$ cat src/design/pmc_cfg.svh
`ifndef PMC_CFG_SVH
`define PMC_CFG_SVH

// ----------------------------------------------------------------
// Register indices (word address = index, byte address = 4 * index)
// ----------------------------------------------------------------
`define PMC_IDX_SLOT_STATUS_TWO   10'h07A
`define PMC_IDX_PM_CAPS           10'h0C0

// ----------------------------------------------------------------
// Byte lanes of the writable capability fields
// ----------------------------------------------------------------
`define PMC_LANE_NEXT_PTR         1
`define PMC_LANE_SPECIAL_INIT     2
`define PMC_LANE_WAKE_MASK        3

// ----------------------------------------------------------------
// Fixed values and reset values
// ----------------------------------------------------------------
`define PMC_CAP_ID_VAL            8'h01
`define PMC_SPEC_REV_VAL          3'h3
`define PMC_WAKE_CLK_VAL          1'h0
`define PMC_STANDBY_CUR_VAL       3'h0
`define PMC_LOW_PWR_SUP_VAL       1'h0
`define PMC_RSVD_BIT_VAL          1'h0
`define PMC_NEXT_PTR_RST          8'hD0
`define PMC_SPECIAL_INIT_RST      1'h0
`define PMC_WAKE_MASK_RST         5'h19
`define PMC_SLOT_STATUS_TWO_VAL   16'h0000

// ----------------------------------------------------------------
// Bus answers
// ----------------------------------------------------------------
`define PMC_RESP_OKAY             2'h0
`define PMC_RESP_DECODE_ERR       2'h3

`endif

$ cat src/design/pmc_pkg.sv
package pmc_pkg;

    // ------------------------------------------------------------
    // Capability word layout, most significant field first
    // ------------------------------------------------------------
    typedef struct packed {
        logic [4:0] wake_event_support_mask;
        logic       second_low_power_support;
        logic       first_low_power_support;
        logic [2:0] standby_current_need;
        logic       special_init_required;
        logic       rsvd_20;
        logic       wake_event_clock_flag;
        logic [2:0] pm_spec_revision;
        logic [7:0] next_capability_pointer;
        logic [7:0] capability_identifier;
    } pmc_caps_t;

    // Avalon-MM request as seen by the slave
    typedef struct packed {
        logic        read;
        logic        write;
        logic [9:0]  address;
        logic [3:0]  byteenable;
        logic [31:0] writedata;
    } pmc_av_req_t;

    typedef enum logic [2:0] {
        PMC_D0,
        PMC_D1,
        PMC_D2,
        PMC_D3HOT,
        PMC_D3COLD
    } pmc_pwr_t;

    typedef enum logic {
        PMC_BUS_IDLE,
        PMC_BUS_DONE
    } pmc_bus_t;

endpackage : pmc_pkg

$ cat src/design/pmc_power_mgmt_capability_regs.sv
`timescale 1ns/1ns
`include "pmc_cfg.svh"

// Notes on behaviour
// - Capability identifier reads constant one
// - Bits 15:8 report next capability pointer
// - Revision field reads constant three
// - Wake-event clock flag reads zero
// - Special-init flag resets to zero
// - Standby current field reads zero
// - Both low-power state support bits read zero
// - Wake support mask resets to 11001b
// - Mask rewrite changes advertisement, not behaviour
// - No wake forwarding in D3cold
// - Slot status two reads all zero
module pmc_power_mgmt_capability_regs
(
    // Clock and reset
    input  wire logic              mclk,
    input  wire logic              rst,
    // Avalon-MM slave
    input  wire logic [9:0]        avs_address,
    input  wire logic              avs_read,
    input  wire logic              avs_write,
    input  wire logic [3:0]        avs_byteenable,
    input  wire logic [31:0]       avs_writedata,
    output logic [31:0]            avs_readdata,
    output logic [1:0]             avs_response,
    output logic                   avs_waitrequest,
    // Port power state and wake events
    input  wire pmc_pkg::pmc_pwr_t pwr_state,
    input  wire logic              wake_req,
    output logic                   wake_fwd,
    // Advertised fields for the rest of the port
    output pmc_pkg::pmc_caps_t     caps_word
);
    import pmc_pkg::*;

    // ----------------------------------------------------------------
    // Request capture
    // ----------------------------------------------------------------
    pmc_av_req_t req;
    pmc_bus_t    bus_ff;
    pmc_bus_t    nxt_bus;
    logic        hit_caps;
    logic        hit_slot2;
    logic        accept;

    // One driver for the whole carrier, not one per member
    assign req = '{read:       avs_read,
                   write:      avs_write,
                   address:    avs_address,
                   byteenable: avs_byteenable,
                   writedata:  avs_writedata};

    assign hit_caps  = (req.address == `PMC_IDX_PM_CAPS);
    assign hit_slot2 = (req.address == `PMC_IDX_SLOT_STATUS_TWO);

    // ----------------------------------------------------------------
    // Bus handshake
    // ----------------------------------------------------------------
    // One wait cycle gives read data a full cycle from a flip-flop
    always_comb
    begin
        nxt_bus = bus_ff;
        unique case (bus_ff)
            PMC_BUS_IDLE:
            begin
                if (req.read || req.write)
                    nxt_bus = PMC_BUS_DONE;
            end
            PMC_BUS_DONE:
            begin
                nxt_bus = PMC_BUS_IDLE;
            end
        endcase
    end

    always_ff @(posedge mclk)
    begin
        if (rst)
            bus_ff <= PMC_BUS_IDLE;
        else
            bus_ff <= nxt_bus;
    end

    assign avs_waitrequest = (req.read || req.write) && (bus_ff == PMC_BUS_IDLE);
    assign accept          = (bus_ff == PMC_BUS_DONE) && (req.read || req.write);

    // ----------------------------------------------------------------
    // Writable advertised fields
    // ----------------------------------------------------------------
    logic [7:0] next_ptr_ff;
    logic       special_init_ff;
    logic [4:0] wake_mask_ff;
    logic       wr_caps;

    // Only these three fields take writes; all else drops, unmapped words with a decode error
    assign wr_caps = accept && req.write && hit_caps;

    always_ff @(posedge mclk)
    begin
        if (rst)
            next_ptr_ff <= `PMC_NEXT_PTR_RST;
        else if (wr_caps && req.byteenable[`PMC_LANE_NEXT_PTR])
            next_ptr_ff <= req.writedata[15:8];
    end

    always_ff @(posedge mclk)
    begin
        if (rst)
            special_init_ff <= `PMC_SPECIAL_INIT_RST;
        else if (wr_caps && req.byteenable[`PMC_LANE_SPECIAL_INIT])
            special_init_ff <= req.writedata[21];
    end

    // Advertised only; the wake gate never reads this
    always_ff @(posedge mclk)
    begin
        if (rst)
            wake_mask_ff <= `PMC_WAKE_MASK_RST;
        else if (wr_caps && req.byteenable[`PMC_LANE_WAKE_MASK])
            wake_mask_ff <= req.writedata[31:27];
    end

    // ----------------------------------------------------------------
    // Capability word assembly
    // ----------------------------------------------------------------
    pmc_caps_t caps;

    always_comb
    begin
        caps.capability_identifier    = `PMC_CAP_ID_VAL;
        caps.next_capability_pointer  = next_ptr_ff;
        caps.pm_spec_revision         = `PMC_SPEC_REV_VAL;
        caps.wake_event_clock_flag    = `PMC_WAKE_CLK_VAL;
        caps.rsvd_20                  = `PMC_RSVD_BIT_VAL;
        caps.special_init_required    = special_init_ff;
        caps.standby_current_need     = `PMC_STANDBY_CUR_VAL;
        caps.first_low_power_support  = `PMC_LOW_PWR_SUP_VAL;
        caps.second_low_power_support = `PMC_LOW_PWR_SUP_VAL;
        caps.wake_event_support_mask  = wake_mask_ff;
    end

    assign caps_word = caps;

    // ----------------------------------------------------------------
    // Read data and answer
    // ----------------------------------------------------------------
    logic [31:0] rdata_ff;
    logic [1:0]  resp_ff;
    logic        load;

    // Loaded on the wait cycle, stands through the answering edge
    assign load = (bus_ff == PMC_BUS_IDLE) && (req.read || req.write);

    always_ff @(posedge mclk)
    begin
        if (rst)
            rdata_ff <= 32'h0000_0000;
        else if (load)
        begin
            if (req.read && hit_caps)
                rdata_ff <= caps;
            else if (req.read && hit_slot2)
                rdata_ff <= {16'h0000, `PMC_SLOT_STATUS_TWO_VAL};
            else
                rdata_ff <= 32'h0000_0000;
        end
    end

    // Unmapped words answer with a decode error and zero data
    always_ff @(posedge mclk)
    begin
        if (rst)
            resp_ff <= `PMC_RESP_OKAY;
        else if (load)
            resp_ff <= (hit_caps || hit_slot2) ? `PMC_RESP_OKAY : `PMC_RESP_DECODE_ERR;
    end

    assign avs_readdata = rdata_ff;
    assign avs_response = resp_ff;

    // ----------------------------------------------------------------
    // Wake forwarding
    // ----------------------------------------------------------------
    pmc_wake_gate u_wake_gate
    (
        .mclk      (mclk),
        .rst       (rst),
        .pwr_state (pwr_state),
        .wake_req  (wake_req),
        .wake_fwd  (wake_fwd)
    );

    // ----------------------------------------------------------------
    // Assertions
    // ----------------------------------------------------------------
    logic rd_caps_done;
    logic rd_slot2_done;

    assign rd_caps_done  = accept && req.read && hit_caps;
    assign rd_slot2_done = accept && req.read && hit_slot2;

    a_answer_bound: assert property (@(posedge mclk) disable iff (rst)
        (avs_read || avs_write) |-> ##[0:1] !avs_waitrequest)
        else $error("no answer within one wait cycle");

    a_cap_id_const: assert property (@(posedge mclk) disable iff (rst)
        rd_caps_done |-> (avs_readdata[7:0] == `PMC_CAP_ID_VAL))
        else $error("capability identifier wrong");

    a_next_ptr_wr: assert property (@(posedge mclk) disable iff (rst)
        (wr_caps && req.byteenable[`PMC_LANE_NEXT_PTR])
        |=> (caps_word.next_capability_pointer == $past(avs_writedata[15:8])))
        else $error("next pointer not written");

    a_rev_const: assert property (@(posedge mclk) disable iff (rst)
        rd_caps_done |-> (avs_readdata[18:16] == `PMC_SPEC_REV_VAL))
        else $error("revision field wrong");

    a_clk_flag_zero: assert property (@(posedge mclk) disable iff (rst)
        rd_caps_done |-> !avs_readdata[19])
        else $error("wake clock flag set");

    a_special_rst: assert property (@(posedge mclk)
        rst |=> !caps_word.special_init_required)
        else $error("special init not reset");

    a_fixed_zeros: assert property (@(posedge mclk) disable iff (rst)
        rd_caps_done |-> (avs_readdata[24:22] == 3'h0) && !avs_readdata[20])
        else $error("standby current or reserved bit set");

    a_low_pwr_zero: assert property (@(posedge mclk) disable iff (rst)
        rd_caps_done |-> (avs_readdata[26:25] == 2'h0))
        else $error("low power support advertised");

    a_mask_rst: assert property (@(posedge mclk)
        rst |=> (caps_word.wake_event_support_mask == `PMC_WAKE_MASK_RST))
        else $error("wake mask reset value wrong");

    a_fixed_wake: assert property (@(posedge mclk) disable iff (rst)
        (wake_req && (pwr_state == PMC_D3HOT) && !wake_mask_ff[3]) |=> wake_fwd)
        else $error("wake behaviour followed advertised mask");

    a_no_cold_fwd: assert property (@(posedge mclk) disable iff (rst)
        (wake_req && (pwr_state == PMC_D3COLD)) |=> !wake_fwd)
        else $error("wake forwarded in D3cold");

    a_slot2_zero: assert property (@(posedge mclk) disable iff (rst)
        rd_slot2_done |-> (avs_readdata == 32'h0000_0000) && (avs_response == `PMC_RESP_OKAY))
        else $error("slot status two not zero");

    a_ro_ignored: assert property (@(posedge mclk) disable iff (rst)
        (accept && req.write && !hit_caps) |=> $stable(caps_word))
        else $error("write outside capability word changed it");

    a_decode_error: assert property (@(posedge mclk) disable iff (rst)
        (accept && !hit_caps && !hit_slot2)
        |-> (avs_response == `PMC_RESP_DECODE_ERR) && (avs_readdata == 32'h0000_0000))
        else $error("unmapped word not answered with decode error");

    a_write_data_zero: assert property (@(posedge mclk) disable iff (rst)
        (accept && req.write) |-> (avs_readdata == 32'h0000_0000))
        else $error("write answered with nonzero read data");

    a_rdata_stands: assert property (@(posedge mclk) disable iff (rst)
        !load |=> $stable(avs_readdata) && $stable(avs_response))
        else $error("read answer changed without a request");

    a_wait_once: assert property (@(posedge mclk) disable iff (rst)
        avs_waitrequest |=> !avs_waitrequest)
        else $error("more than one wait cycle");

    a_ptr_reset: assert property (@(posedge mclk)
        rst |=> (caps_word.next_capability_pointer == `PMC_NEXT_PTR_RST))
        else $error("next pointer reset value wrong");

    a_special_written: assert property (@(posedge mclk) disable iff (rst)
        (wr_caps && req.byteenable[`PMC_LANE_SPECIAL_INIT])
        |=> (caps_word.special_init_required == $past(avs_writedata[21])))
        else $error("special init flag not written");

    a_mask_written: assert property (@(posedge mclk) disable iff (rst)
        (wr_caps && req.byteenable[`PMC_LANE_WAKE_MASK])
        |=> (caps_word.wake_event_support_mask == $past(avs_writedata[31:27])))
        else $error("advertised wake mask not written");

    a_d0_forwards: assert property (@(posedge mclk) disable iff (rst)
        (wake_req && (pwr_state == PMC_D0)) |=> wake_fwd)
        else $error("wake not forwarded in D0");

    a_low_states_quiet: assert property (@(posedge mclk) disable iff (rst)
        (wake_req && ((pwr_state == PMC_D1) || (pwr_state == PMC_D2))) |=> !wake_fwd)
        else $error("wake forwarded in an unsupported state");

    c_read_caps: cover property (@(posedge mclk) disable iff (rst) rd_caps_done);
    c_write_mask: cover property (@(posedge mclk) disable iff (rst)
        wr_caps && req.byteenable[`PMC_LANE_WAKE_MASK]);
    c_wake_fwd: cover property (@(posedge mclk) disable iff (rst) wake_fwd);
    c_cold_req: cover property (@(posedge mclk) disable iff (rst)
        wake_req && (pwr_state == PMC_D3COLD));
    c_unmapped: cover property (@(posedge mclk) disable iff (rst)
        accept && !hit_caps && !hit_slot2);

endmodule : pmc_power_mgmt_capability_regs

$ cat src/design/pmc_wake_gate.sv
`timescale 1ns/1ns
`include "pmc_cfg.svh"

module pmc_wake_gate
(
    // Clock and reset
    input  wire logic           mclk,
    input  wire logic           rst,
    // Power state and wake events
    input  wire pmc_pkg::pmc_pwr_t pwr_state,
    input  wire logic           wake_req,
    output logic                wake_fwd
);
    import pmc_pkg::*;

    // ----------------------------------------------------------------
    // Fixed wake behaviour
    // ----------------------------------------------------------------
    // Behaviour follows the reset mask only, never the advertised one
    localparam logic [4:0] FIXED_MASK = `PMC_WAKE_MASK_RST;

    logic wake_fwd_ff;
    logic nxt_wake_fwd;
    logic state_ok;

    always_comb
    begin
        state_ok     = FIXED_MASK[pwr_state];
        // Forwarding stops in the cold state even though mask bit is set
        nxt_wake_fwd = wake_req && state_ok && (pwr_state != PMC_D3COLD);
    end

    always_ff @(posedge mclk)
    begin
        if (rst)
            wake_fwd_ff <= 1'b0;
        else
            wake_fwd_ff <= nxt_wake_fwd;
    end

    assign wake_fwd = wake_fwd_ff;

    a_cold_blocks_fwd: assert property (@(posedge mclk) disable iff (rst)
        (pwr_state == PMC_D3COLD) |=> !wake_fwd)
        else $error("wake forwarded in D3cold");

endmodule : pmc_wake_gate

$ cat config.mk
export PLATFORM = sky130hd
export DESIGN_NAME = pmc_power_mgmt_capability_regs
export DESIGN_NICKNAME = d
export VERILOG_FILES = /design/src/design/pmc_pkg.sv /design/src/design/pmc_power_mgmt_capability_regs.sv /design/src/design/pmc_wake_gate.sv
export VERILOG_INCLUDE_DIRS = /design/src /design/src/design
export SDC_FILE = /design/constraint.sdc
export NUM_CORES = 1
export LEC_CHECK = 0
export BUFFER_PORTS_ARGS = -buffer_cell sky130_fd_sc_hd__buf_2
export CAP_MARGIN = 20
export CORE_UTILIZATION = 43
export DETAILED_ROUTE_END_ITERATION = 16
export PLACE_DENSITY = 0.85
export SLEW_MARGIN = 20
export SYNTH_ARGS = -nofsm -noshare
export SYNTH_HDL_FRONTEND = slang
export SYNTH_SLANG_ARGS = --single-unit
$ cat constraint.sdc
create_clock -name mclk -period 1.8 [get_ports mclk]
set_input_delay 0.18 -clock mclk [delete_from_list [all_inputs] [get_ports mclk]]
set_output_delay 0.18 -clock mclk [all_outputs]
set_load 0.01 [all_outputs]
==> summary.txt <==
Run status
  • Status: finished clean

Floorplanning
  • Row count: 22
  • Vert. Die Dim: 64.1 um
  • I/O pins: ~120
  • CORE AREA: between 0.003 and 0.004 mm^2
  • Width of the chip: 64.1 um
  • Die area: 0.00411 mm^2
  • Initial Util: 45.0%

Pwr
  • Peak supply drop: between 0.4 and 0.5 mV
  • PD cells: 768 mW/mm^2
  • Static leakage: 1.05 nW
  • Total power: between 1.5 and 2 mW

STA
  • Final period util: ~78%
  • Final Hold Vio Count: 0
  • Setup WS post-layout: 0.404 ns
  • Rel. slew slack: 57.7%
  • Fin Hold WS: 0.131 ns
  • Setup TNS: 0 ns
  • Unrepaired setup endpoints after global routing: no
  • Worst Skew: 0.00233 ns
  • Worst slew pin tran: 0.633 ns
  • Fmax: 0.716 GHz
  • Max-slew violations: 0
  • Post-route minimum period: between 1 and 1.5 ns
  • Final setup fails: 0

Clock tree
  • # Post-CTS Setup Buffers: 0
  • Clock slew at reported path FFs: 0.07 ns
  • CTS root buf: clkbuf_8
  • Largest buffer count on any clock path: 2
  • H-tree depth: 2
  • Clock network latency to the later pin of the worst-skew pair: 0.27 ns
  • Cts bufs inserted: 5
  • Sink Count: 32
  • CTS tree: done

Setup path
  • CP max stage delay: 0.51 ns
  • CP bufs+invs: 1
  • Worst-path cell chain: o21bai_2, inv_1, nor2_2, o2bb2ai_1
  • Required @ worst endpoint: approximately 2.0 ns
  • Startpoint class of the critical path: flop
  • Crit path max fanout: 14
  • Largest delay share family, worst path: simple AND/OR/NAND/NOR gates
  • Arr. time, crit path: around 1.6 ns
  • Crit end category: flop
  • Kind of critical path: flop to flop
  • Slowest-stage cell, CP: nor2_2

Layout
  • Commonest non-fill, non-tap cell in the layout: buf_2
  • Non-filler instance count after layout: about 280
  • ANT cells: 0
  • Post-route cell area: 0.00200 mm^2
  • NumNets Final: 287
  • Commonest cells after routing, fill and taps aside: 69 x buf_2, 33 x conb_1, 32 x dfxtp_1, 22 x nand2b_1, 15 x nor2_1
  • Util after Layout: about 54%
  • Layout cells sized above 1: 38.2%
  • Area grow syn2layout: 20.7%

Detailed routing
  • Detailed-route DRC error count: 0
  • Via count: between 1000 and 1500
  • Via density per instance: about 4.5
  • Final ANT Viol Nets: 0
  • 1st-pass router iterations: 4
  • Detailed-route wire length per cell: 11.7 um
  • 1st-iter DRT viols: 34
  • Total Wirelength: 3.28 mm

Global route
  • Total grt overflow: 0
  • Largest net degree at the start of global routing: 39
  • Global-route wire length before repair: 5.06 mm
  • Initial antenna violation count: 0
  • All-layer global routing usage: 16.3%
  • Vias in the first global route: 1168

Synthesis
  • Asr flop ratio synth: 0%
  • EDFF count, synth: 0
  • Ys Warns: 0
  • Main flop type after synthesis: dfxtp_1
  • Syn avg cell area: between 9 and 10 um^2
  • Flop and latch count out of synthesis: 32
  • Synth cell types: 26
  • Register area share after synthesis: 38.6%
  • Syn Std Cell Area: 0.00166 mm^2
  • Syn Inst Count: between 150 and 200

Placement
  • DP HPWL: between 2 and 2.5 mm
  • Dpl ws: 0.119 ns
  • Placer Congestion: around 0.74
  • Placed cell areas: between 0.0015 and 0.002 mm^2
  • IO buf count: between 60 and 70
  • Placed Instances: about 270

Flow run
  • Max cap viols: 0

Worst hold path
  • Worst hold path class: input port to flop
-- state kept, by name (all words and copies together) (netlist names) --
signal	flops
bus_ff	1
u_wake_gate.wake_fwd	1
avs_readdata	15
special_init_ff	1
avs_response	1
next_ptr_ff	8
wake_mask_ff	5
-- worst paths after layout --
kind / slack [ns] / endpoint / from / cells after the start
hold reg to reg: 0.46 / avs_readdata[21] / avs_readdata[21] / 1
setup reg to reg: 0.40 / avs_readdata[27] / bus_ff / 4
hold / removal: 0.13 / avs_response[0] / avs_address[6] / 2
setup / recovery: 0.40 / avs_readdata[27] / bus_ff / 4
-- where the power goes --
part           internal, mW  switching (mW)  leakage, nW
sequential            0.713         0.00290        0.259
combinational        0.0626          0.0951        0.741
clock                 0.410           0.255       0.0552
-- layout make-up --
cell class | count | area (um^2)
Timing Repair Buffer | 71 | 360
Fill cell | 359 | 1690
Tap cell | 48 | 60.1
Clock inverter | 2 | 35.0
Multi-Input combinational cell | 119 | 823
Inverter | 3 | 11.3
Clock buffer | 6 | 72.6
Sequential cell | 32 | 641
-- kinds of logic after synthesis --
group | Yosys count | share of synthesized area, %
buf+inv | 46 | 18.9
simple gates | 52 | 22.5
flops | 32 | 38.6
mux | 16 | 9.80
other cells | 2 | 0.453
fa+ha+maj | 1 | 0.754
compound gates | 17 | 8.90
-- routing by layer --
| metal | part of all wire (%) | routed length, um | track usage (%) | vias to the layer above |
|---|---|---|---|---|
| li1 | - | - | - | 629 |
| met2 | 47 | 1550 | 27.7 | 60 |
| met4 | 0.95 | 31 | 7.50 | 0 |
| met5 | 0 | 0 | 0 | - |
| met1 | 44 | 1450 | 18.9 | 577 |
| met3 | 7.5 | 246 | 4.46 | 4 |
-- synthesized netlist by cell type, types with 2 or more instances --
cell type	n	area, um^2
nand2b_1	22	138
mux2_2	2	22.5
inv_1	3	11.3
dfxtp_1	32	641
clkbuf_1	4	15.0
o2bb2ai_1	14	123
nor4b_4	2	47.6
conb_1	2	7.51
buf_4	37	278
nand4_4	2	42.5
nor4b_1	2	17.5
buf_2	2	10.0
mux2i_1	14	140
nor2_1	16	60.1
-- timing repair --
action | CTS | global route
gates resized for setup | 0 | 1
hold buffers | 0 | 0
setup endpoints to repair | 0 | 7
(Power assumes the default switching activity.)
